**config.mk**
```make
export PLATFORM = sky130hd
export DESIGN_NAME = combo_bus_host
export DESIGN_NICKNAME = d
export VERILOG_FILES = /design/src/hdl/combo_bus_pkg.sv /design/src/hdl/combo_bus_host.sv
export SDC_FILE = /design/constraint.sdc
export NUM_CORES = 1
export LEC_CHECK = 0
export ABC_AREA = 1
export BUFFER_PORTS_ARGS = -buffer_cell sky130_fd_sc_hd__clkbuf_2
export CAP_MARGIN = 20
export CORE_ASPECT_RATIO = 0.9
export CORE_MARGIN = 5
export CORE_UTILIZATION = 40
export CTS_CLUSTER_SIZE = 20
export DETAILED_ROUTE_END_ITERATION = 6
export GPL_TIMING_DRIVEN = 0
export SLEW_MARGIN = 10
export SYNTH_ARGS = -nofsm -noshare
export SYNTH_HDL_FRONTEND = slang
export SYNTH_SLANG_ARGS = --single-unit
```
**constraint.sdc**
```tcl
create_clock -name clk_i -period 4.7 [get_ports clk_i]
set_input_delay 0.47 -clock clk_i [delete_from_list [all_inputs] [get_ports clk_i]]
set_output_delay 0.47 -clock clk_i [all_outputs]
set_load 0.05 [all_outputs]
```
**src/hdl/combo_bus_pkg.sv**
```systemverilog
package combo_bus_pkg;

	localparam int ADDR_W = 21;
	localparam int DATA_W = 16;
	// bus phase lengths in ns, converted to 100 MHz cycles (least times round up)
	localparam int CLK_NS      = 10;
	localparam int SETUP_NS    = 20;
	localparam int STROBE_NS   = 90;
	localparam int HOLD_NS     = 20;
	localparam int SETUP_CYC   = (SETUP_NS + CLK_NS - 1) / CLK_NS;
	localparam int STROBE_CYC  = (STROBE_NS + CLK_NS - 1) / CLK_NS;
	localparam int HOLD_CYC    = (HOLD_NS + CLK_NS - 1) / CLK_NS;
	localparam logic [3:0] SETUP_CNT  = 4'(SETUP_CYC);
	localparam logic [3:0] STROBE_CNT = 4'(STROBE_CYC);
	localparam logic [3:0] HOLD_CNT   = 4'(HOLD_CYC);

	// partition operation states, used for concurrency checks
	typedef enum logic [3:0] {
		OP_READ_ARRAY = 4'h0,
		OP_READ_ID    = 4'h1,
		OP_READ_STAT  = 4'h2,
		OP_READ_QUERY = 4'h3,
		OP_WORD_PROG  = 4'h4,
		OP_PAGE_PROG  = 4'h5,
		OP_BLK_ERASE  = 4'h6,
		OP_CHIP_ERASE = 4'h7,
		OP_PROG_SUSP  = 4'h8,
		OP_ERASE_SUSP = 4'h9
	} part_op_t;

	typedef enum logic [2:0] {
		ST_IDLE   = 3'h0,
		ST_SETUP  = 3'h1,
		ST_STROBE = 3'h2,
		ST_HOLD   = 3'h3,
		ST_DONE   = 3'h4
	} bus_state_t;

	// one host request
	typedef struct packed {
		logic              is_ram;
		logic              write;
		logic [ADDR_W-1:0] addr;
		logic [DATA_W-1:0] wdata;
		logic [1:0]        lane_n;
		logic              part;
		part_op_t          op;
	} req_t;

	// all pins driven toward the memory
	typedef struct packed {
		logic              flash_chip_select_n;
		logic              flash_output_enable_n;
		logic              flash_write_enable_n;
		logic              flash_reset_n;
		logic              flash_write_protect_n;
		logic              ram_chip_select_n;
		logic              ram_sleep_n;
		logic              ram_output_enable_n;
		logic              ram_write_enable_n;
		logic              ram_low_lane_enable_n;
		logic              ram_high_lane_enable_n;
		logic [ADDR_W-1:0] addr;
		logic [DATA_W-1:0] dq_out;
		logic [1:0]        dq_oe;
	} pins_t;

endpackage : combo_bus_pkg

```
**src/hdl/combo_bus_host.sv**
```systemverilog
`timescale 1ns/1ps
`default_nettype none

module combo_bus_host
	import combo_bus_pkg::*;
(
	// clock and reset
	input  wire logic                      clk_i,
	input  wire logic                      rst_i,
	// request side
	input  wire logic                      req_valid_i,
	input  wire combo_bus_pkg::req_t       req_i,
	input  wire logic                      power_down_i,
	input  wire logic                      write_protect_i,
	input  wire logic                      ram_sleep_i,
	output logic                           req_ready_o,
	output logic                           done_o,
	output logic                           refused_o,
	output logic [combo_bus_pkg::DATA_W-1:0] rdata_o,
	output logic                           flash_busy_o,
	// memory pins
	output combo_bus_pkg::pins_t           pins_o,
	input  wire logic [combo_bus_pkg::DATA_W-1:0] dq_i,
	input  wire logic                      flash_ready_busy_n_i
);
	import combo_bus_pkg::*;

	typedef struct packed {
		bus_state_t        st;
		logic [3:0]        cnt;
		req_t              rq;
		part_op_t [1:0]    part_op;
		logic              done;
		logic              refused;
		logic [DATA_W-1:0] rdata;
		logic              busy;
		logic              ready;
		pins_t             pins;
	} state_t;

	state_t cur_ff;
	state_t nxt_cur;

	// partitions may run op a beside op b
	function automatic logic pair_ok(input part_op_t a, input part_op_t b);
		logic rd_b;
		rd_b = (b == OP_READ_ARRAY) || (b == OP_READ_ID) || (b == OP_READ_STAT)
			|| (b == OP_READ_QUERY);
		unique case (a)
			OP_READ_ARRAY, OP_READ_ID, OP_READ_QUERY:
				pair_ok = (b != OP_CHIP_ERASE);
			OP_READ_STAT:
				pair_ok = 1'b1;
			OP_WORD_PROG, OP_PAGE_PROG, OP_PROG_SUSP:
				pair_ok = rd_b || (b == OP_ERASE_SUSP);
			OP_BLK_ERASE:
				pair_ok = rd_b;
			OP_CHIP_ERASE:
				pair_ok = (b == OP_READ_STAT);
			OP_ERASE_SUSP:
				pair_ok = rd_b || (b == OP_WORD_PROG) || (b == OP_PAGE_PROG)
					|| (b == OP_PROG_SUSP);
			default:
				pair_ok = 1'b0;
		endcase
	endfunction

	function automatic logic is_active(input part_op_t a);
		is_active = (a == OP_WORD_PROG) || (a == OP_PAGE_PROG) || (a == OP_BLK_ERASE)
			|| (a == OP_CHIP_ERASE);
	endfunction

	logic     other_p;
	part_op_t other_op;
	logic     allowed;

	always_comb
	begin
		other_p  = ~req_i.part;
		other_op = cur_ff.part_op[other_p];
		// the pair table is symmetric, yet both directions are checked
		allowed  = pair_ok(req_i.op, other_op) && pair_ok(other_op, req_i.op)
			&& !(is_active(req_i.op) && is_active(other_op));
		nxt_cur         = cur_ff;
		nxt_cur.done    = 1'b0;
		nxt_cur.refused = 1'b0;
		nxt_cur.busy    = ~flash_ready_busy_n_i;
		// power-down waits for a running flash cycle so reset never cuts an access
		if (cur_ff.st == ST_IDLE || cur_ff.rq.is_ram)
			nxt_cur.pins.flash_reset_n     = ~power_down_i;
		nxt_cur.pins.flash_write_protect_n = ~write_protect_i;
		nxt_cur.pins.ram_sleep_n           = ~ram_sleep_i;
		unique case (cur_ff.st)
			ST_IDLE:
			begin
				if (req_valid_i)
				begin
					if (!req_i.is_ram && (power_down_i || !allowed))
						nxt_cur.refused = 1'b1;
					else if (req_i.is_ram && ram_sleep_i)
						nxt_cur.refused = 1'b1;
					else
					begin
						nxt_cur.rq   = req_i;
						nxt_cur.st   = ST_SETUP;
						nxt_cur.cnt  = SETUP_CNT;
						// command address is the block address itself
						nxt_cur.pins.addr = req_i.addr;
						if (req_i.is_ram)
						begin
							nxt_cur.pins.ram_chip_select_n      = 1'b0;
							nxt_cur.pins.ram_low_lane_enable_n  = req_i.lane_n[0];
							nxt_cur.pins.ram_high_lane_enable_n = req_i.lane_n[1];
						end
						else
							nxt_cur.pins.flash_chip_select_n = 1'b0;
						if (req_i.write)
						begin
							nxt_cur.pins.dq_out = req_i.wdata;
							nxt_cur.pins.dq_oe  = req_i.is_ram ? ~req_i.lane_n : 2'h3;
						end
					end
				end
			end
			ST_SETUP:
			begin
				nxt_cur.cnt = cur_ff.cnt - 4'h1;
				if (cur_ff.cnt == 4'h1)
				begin
					nxt_cur.st  = ST_STROBE;
					nxt_cur.cnt = STROBE_CNT;
					// exactly one strobe per cycle type keeps oe and we apart
					if (cur_ff.rq.is_ram)
					begin
						nxt_cur.pins.ram_write_enable_n  = ~cur_ff.rq.write;
						nxt_cur.pins.ram_output_enable_n = cur_ff.rq.write;
					end
					else
					begin
						nxt_cur.pins.flash_write_enable_n  = ~cur_ff.rq.write;
						nxt_cur.pins.flash_output_enable_n = cur_ff.rq.write;
					end
				end
			end
			ST_STROBE:
			begin
				nxt_cur.cnt = cur_ff.cnt - 4'h1;
				if (cur_ff.cnt == 4'h1)
				begin
					nxt_cur.st  = ST_HOLD;
					nxt_cur.cnt = HOLD_CNT;
					if (!cur_ff.rq.write)
						nxt_cur.rdata = dq_i;
					nxt_cur.pins.flash_write_enable_n  = 1'b1;
					nxt_cur.pins.flash_output_enable_n = 1'b1;
					nxt_cur.pins.ram_write_enable_n    = 1'b1;
					nxt_cur.pins.ram_output_enable_n   = 1'b1;
				end
			end
			ST_HOLD:
			begin
				nxt_cur.cnt = cur_ff.cnt - 4'h1;
				if (cur_ff.cnt == 4'h1)
				begin
					nxt_cur.st   = ST_DONE;
					nxt_cur.pins.dq_oe                  = 2'h0;
					nxt_cur.pins.flash_chip_select_n    = 1'b1;
					nxt_cur.pins.ram_chip_select_n      = 1'b1;
					nxt_cur.pins.ram_low_lane_enable_n  = 1'b1;
					nxt_cur.pins.ram_high_lane_enable_n = 1'b1;
				end
			end
			ST_DONE:
			begin
				nxt_cur.st   = ST_IDLE;
				nxt_cur.done = 1'b1;
				if (!cur_ff.rq.is_ram)
					nxt_cur.part_op[cur_ff.rq.part] = cur_ff.rq.op;
			end
			default:
				nxt_cur.st = ST_IDLE;
		endcase
		nxt_cur.ready = (nxt_cur.st == ST_IDLE);
	end

	always_ff @(posedge clk_i or posedge rst_i)
	begin
		if (rst_i)
		begin
			cur_ff      <= '0;
			cur_ff.ready <= 1'b1;
			cur_ff.pins <= '{flash_chip_select_n: 1'b1, flash_output_enable_n: 1'b1,
				flash_write_enable_n: 1'b1, flash_reset_n: 1'b0,
				flash_write_protect_n: 1'b0, ram_chip_select_n: 1'b1,
				ram_sleep_n: 1'b1, ram_output_enable_n: 1'b1, ram_write_enable_n: 1'b1,
				ram_low_lane_enable_n: 1'b1, ram_high_lane_enable_n: 1'b1,
				addr: '0, dq_out: '0, dq_oe: 2'h0};
		end
		else
			cur_ff <= nxt_cur;
	end

	assign req_ready_o  = cur_ff.ready;
	assign done_o       = cur_ff.done;
	assign refused_o    = cur_ff.refused;
	assign rdata_o      = cur_ff.rdata;
	assign flash_busy_o = cur_ff.busy;
	assign pins_o       = cur_ff.pins;
endmodule : combo_bus_host

`default_nettype wire

```
# Yosys cells after proc, flatten, opt, wreduce, memory -nomap -nowiden
# Index checks and enable logic that the tools add are counted.
[totals] register_bits=110
[op_classes] order_cmp=3 n_reduce_logical=52 n_eq_ne=36 n_bitwise=10 addsub=1 mux=47
[ops] operator="$mux W53" count=3
[ops] operator="$mux W41" count=3
[ops] operator="$eq A4 B3 Y1 const B" count=8
[ops] operator="$logic_or A1 B1 Y1" count=22
[ops] operator="$ne A2 B2 Y1 const B" count=11
[ops] operator="$mux W18" count=1
[ops] operator="$reduce_and A6 Y1" count=3
[ops] operator="$eq A4 B2 Y1 const B" count=4
[ops] operator="$eq A4 B4 Y1 const B" count=4
[ops] operator="$mux W2" count=8
[ops] operator="$pmux W2 S2" count=4
[ops] operator="$pmux W4 S4" count=1
[ops] operator="$reduce_and A4 Y1" count=4
[ops] operator="$mux W1" count=14
[ops] operator="$mux W7" count=2
[ops] operator="$eq A4 B1 Y1 const B" count=3
[ops] operator="$mux W4" count=3
[ops] operator="$pmux W1 S6" count=2
[ops] operator="$pmux W3 S4" count=1
[ops] operator="$reduce_or A3 Y1" count=4
[ops] operator="$not A1 Y1" count=9
[ops] operator="$bwmux W8" count=1
[ops] operator="$logic_not A4 Y1" count=2
[ops] operator="$ne A4 B3 Y1 const B" count=2
[ops] operator="18 further kinds" count=30

# Logic depth before layout (Yosys ltp)
[depth] depth_word=20 depth_mapped=17 ltp_nobuf=16

# Worst setup path before layout
# Ideal clock, no wire load.
[synth_path] path_kind="input -> register" from="input port req_i[4] (netlist name)" to="register cur_ff (netlist bit pins_o[2])" arrival_ns=1.678 stages=14 slack_ns=2.904 t_required_ns=4.583 path_buffers=2 setup_ns=0.117 cell_sequence="buf_6 inv_6 nand2_1 nand2_2 nand2_1 nand2_1 nand2_1 nor3_2 nand3_2 nand2_4 nand3_4 buf_6 nand2_1 o21ai_2"
[synth_via] elab_chain_cells=17 word_cells_on_any_way=36 classes_between="10 x eq/ne; 4 x mux; 1 x bitwise; 21 x reduce/logical"
[synth_rtl] element="start, declared" line="combo_bus_host.sv:12" text="input wire combo_bus_pkg::req_t req_i,"
[synth_rtl] element="$mux W4 (implied by the code) * (2 in series)" line="combo_bus_host.sv:80" text="other_op = cur_ff.part_op[other_p];"
[synth_rtl] element="$eq A4 B1 Y1 or $logic_not A4 Y1 (tied branches)" line="combo_bus_host.sv:47, combo_bus_host.sv:49"
[synth_rtl] element="$logic_or A1 B1 Y1 (2 in series)" line="combo_bus_host.sv:47" text="rd_b = (b == OP_READ_ARRAY) || (b == OP_READ_ID) || (b == OP_READ_STAT)"
[synth_rtl] element="$logic_or A1 B1 Y1" line="combo_bus_host.sv:48" text="|| (b == OP_READ_QUERY);"
[synth_rtl] element="$logic_or A1 B1 Y1 (2 in series)" line="combo_bus_host.sv:61" text="pair_ok = rd_b || (b == OP_WORD_PROG) || (b == OP_PAGE_PROG)"
[synth_rtl] element="$logic_or A1 B1 Y1" line="combo_bus_host.sv:62" text="|| (b == OP_PROG_SUSP);"
[synth_rtl] element="$pmux W1 S6" line="combo_bus_host.sv:49" text="unique case (a)"
[synth_rtl] element="$logic_and A1 B1 Y1" line="combo_bus_host.sv:82" text="allowed = pair_ok(req_i.op, other_op) && pair_ok(other_op, req_i.op)"
[synth_rtl] element="$logic_and A1 B1 Y1 *" line="combo_bus_host.sv:83" text="&& !(is_active(req_i.op) && is_active(other_op));"
[synth_rtl] element="$logic_not A1 Y1 *" line="combo_bus_host.sv:98" text="if (!req_i.is_ram && (power_down_i || !allowed))"
[synth_rtl] element="$logic_or A1 B1 Y1 *" line="combo_bus_host.sv:98"
[synth_rtl] element="$logic_and A1 B1 Y1 *" line="combo_bus_host.sv:98"
[synth_rtl] element="$not A1 Y1 (no source line) *"
[synth_rtl] element="$reduce_and A5 Y1 (no source line) *"
[synth_rtl] element="end signal, assigned" line="combo_bus_host.sv:200" text="cur_ff <= nxt_cur;"
[synth_rtl] element="end, declared" line="combo_bus_host.sv:41" text="state_t cur_ff;"
# Mark *: on every way between the ends. The rest lies on a longest branch, timed or not. The select of a mux whose other input is x is not followed.
# A chain may end at the register's enable or synchronous reset.

# Final worst setup path
[layout_path] from="register cur_ff[130] (netlist name)" to="register cur_ff (netlist bit rdata_o[5])"
[layout_via] elab_chain_cells=2
[layout_rtl] element="$eq A3 B2 Y1" line="combo_bus_host.sv:93" text="unique case (cur_ff.st)"
[layout_rtl] element="$reduce_and A3 Y1 (no source line)"
# Every way passes these cells.

==> metrics.cfg <==
[run_status]
status=finished, final reports clean

[worst_setup_path]
cp.depth=7
crit_type=reg2reg
cp-start-kind=flip-flop
crit_chain=nor3_1, inv_1, nor2_1, inv_1, nor2_4, buf_4, mux2_2
crit_slowest_cell=dfrtp_1
crit_top_cell=inv_1
cp_top_family=simple AND/OR/NAND/NOR gates
reg2reg_depth=7
crit_required_ns=4.92
reg2reg_from=cur_ff[130]
path_buf_inv=3
cp.arrival_ns=2.25
cp_max_fo=10
critPathLaunch=cur_ff[130]
crit_path_max_incr_delay_ns=0.42
r2r_end=rdata_o[5]
critPathCaptureType=flip-flop
ff2ff_setup_slack_ns=2.66

[yosys]
async_flop_share=1.000
synth-main-ff-cell=dfrtp_1
syn_inst=537
ys_seq_elements=92
synth_area_per_cell_sq_um=8.756
yosysSeqAreaShare=0.4923
synth_edf_count=0
ys_types=34
syn_nets=608
synth_area_sq_um=4702
synth_warnings=0

[final_layout]
utilization=0.5162
area_growth_pct=26.05
nNetsFinal=757
drive_gt1_frac=0.4211
antenna_cells=0

[sta]
tightest_slew_ns=0.4917
maxSlewViolCount=0
slew_headroom=0.6710
setup_violations=0
setup_tns_ns=0
fmax_mhz=491.1
hold-worst-slack_ns=0.1417
fin_skew_ns=0.005609
grt_setup_unrepaired=false
finalCriticalPeriod_ns=2.036
hold_viol=0
period_share=0.4332

[global_routing]
grt_max_degree=59
top_usage_layer=met2
grtUsageMet1=0.1917
grt_use_met3=0.04200
first_global_vias=3762
antenna_found_initial=0
grt_pass1_wl_mm=17.61
gr-usage-all-layers=0.1514
grt-ovfl-total=0
met2_usage=0.2500

[clocking]
hold_buffers=0
cts_tree=built
clk_pin_slew_worst_paths_ns=0.06
clkLatencyLatePin_ns=0.33
cts_root_buffer=clkbuf_16
clockBufferDepth=2
cts_buffers=9
cts.sinks=92
post_cts_buffers=0
htreeDepth=3
ctsResizeCount=0

[floorplanning]
core-area_sq_um=11480
fp.dieH_microns=112.9
start_util=0.4095
die-area_sq_um=14030
ioPinCount=139
die_w_microns=124.3
placementRows=37

[pwr]
powerDensity_nw_per_um2=737.2
ir_worst_vdd_v=0.0004650
leakage_uw=0.003365

[routing]
detail_route.wl_per_cell_microns=12.10
drt.antenna.violating_nets=0
route.detailed.drc=0
viasPerCell=4.403
initialDrtViolationCount=202
wirelength_mm=10.25
vias=3729
dr.pass1.iters=4

[worst_hold_path]
hold_class=in2async

[placement]
gp_congestion=0.8312
dp_hpwl_mm=7.870
port_buffers=137

[job]
drv_cap=0

==> placed cells by master (no fill, tap or decap), types with 2 or more instances in the layout <==
cell type and n:
mux2_2 19, dfrtp_1 82, a21oi_1 3, nand2_2 5, o21ai_2 16, buf_4 68, buf_6 4, nor3_1 5
nand3_1 27, nor2_4 2, ha_1 2, clkbuf_8 3, a31oi_1 2, o21ai_1 6, o21ai_0 18, clkbuf_2 137
nor2_1 40, buf_2 4, dfstp_2 10, nand2_1 150, inv_1 55, nand2_4 2, inv_2 2, clkbuf_1 3
clkbuf_16 9
==> sequential cells by signal (all words and copies together) (netlist names) <==
name / flops
refused_o: 1
req_ready_o: 1
pins_o: 50
flash_busy_o: 1
cur_ff: 22
rdata_o: 16
done_o: 1
==> cell usage after synthesis (3+ instances only) <==
library cell | count | area share
o21ai_1 | 6 | 0.0064
buf_2 | 4 | 0.0043
nand2_2 | 5 | 0.0067
nor3_1 | 5 | 0.0053
nand3_1 | 27 | 0.029
inv_1 | 56 | 0.045
buf_6 | 4 | 0.0096
nand2_1 | 150 | 0.12
o21ai_0 | 18 | 0.019
mux2_2 | 19 | 0.046
buf_4 | 68 | 0.11
o21ai_2 | 16 | 0.030
dfstp_2 | 10 | 0.056
dfrtp_1 | 82 | 0.44
nor2_1 | 40 | 0.032
a21oi_1 | 3 | 0.0032
==> routing by layer <==
metal / up-vias / wire length [microns]
met3: 14 / 604
met2: 93 / 4913
met4: 0 / 175
met1: 1721 / 4555
met5: - / 0
li1: 1901 / -
==> how the worst max path moves through the flow <==
stage	slack, ns	end
final	2.66	rdata_o[5]
after global routing	2.49	rdata_o[5]
after CTS	2.66	rdata_o[4]
after detailed placement	2.60	cur_ff[128]
after global placement	0.70	cur_ff[71]
after floorplan	1.85	cur_ff[122]
==> cell type report <==
class,count,area (sq um)
clock inverter,3,43.79
multi-input combinational,308,1578
clock buffer,13,270.3
sequential,92,2315
inverter,59,229.0
buffer,78,583.1
tap,156,195.2
fill,1121,5554
timing repair buffer,138,713.2
==> stage by stage <==
stage / setup slack (ns) / area [sq um] / cells / power (uW)
after floorplan: 1.855 / 4702 / 537 / 3203
after global placement: 0.7037 / 5583 / 830 / 3623
after detailed placement: 2.601 / 5613 / 831 / 3661
after CTS: 2.657 / 5927 / 847 / 4431
after global routing: 2.493 / 5927 / 847 / 4673
final: 2.664 / 5927 / 847 / 4369
==> cell families after synthesis <==
| family | count (synthesis) | synth area share |
|---|---|---|
| muxes | 20 | 0.04790 |
| adders and majority gates | 2 | 0.005321 |
| xor gates and xnor gates | 2 | 0.003726 |
| DFF | 92 | 0.4923 |
| AOI/OAI and AO/OA | 48 | 0.06599 |
| buffers and inverters | 137 | 0.1722 |
| and+or+nand+nor | 236 | 0.2126 |
==> report_power, final <==
group	switching [uW]	internal (uW)
clock	292	456
combinational	1530	764
sequential	189	1140
(Power assumes the default switching activity.)
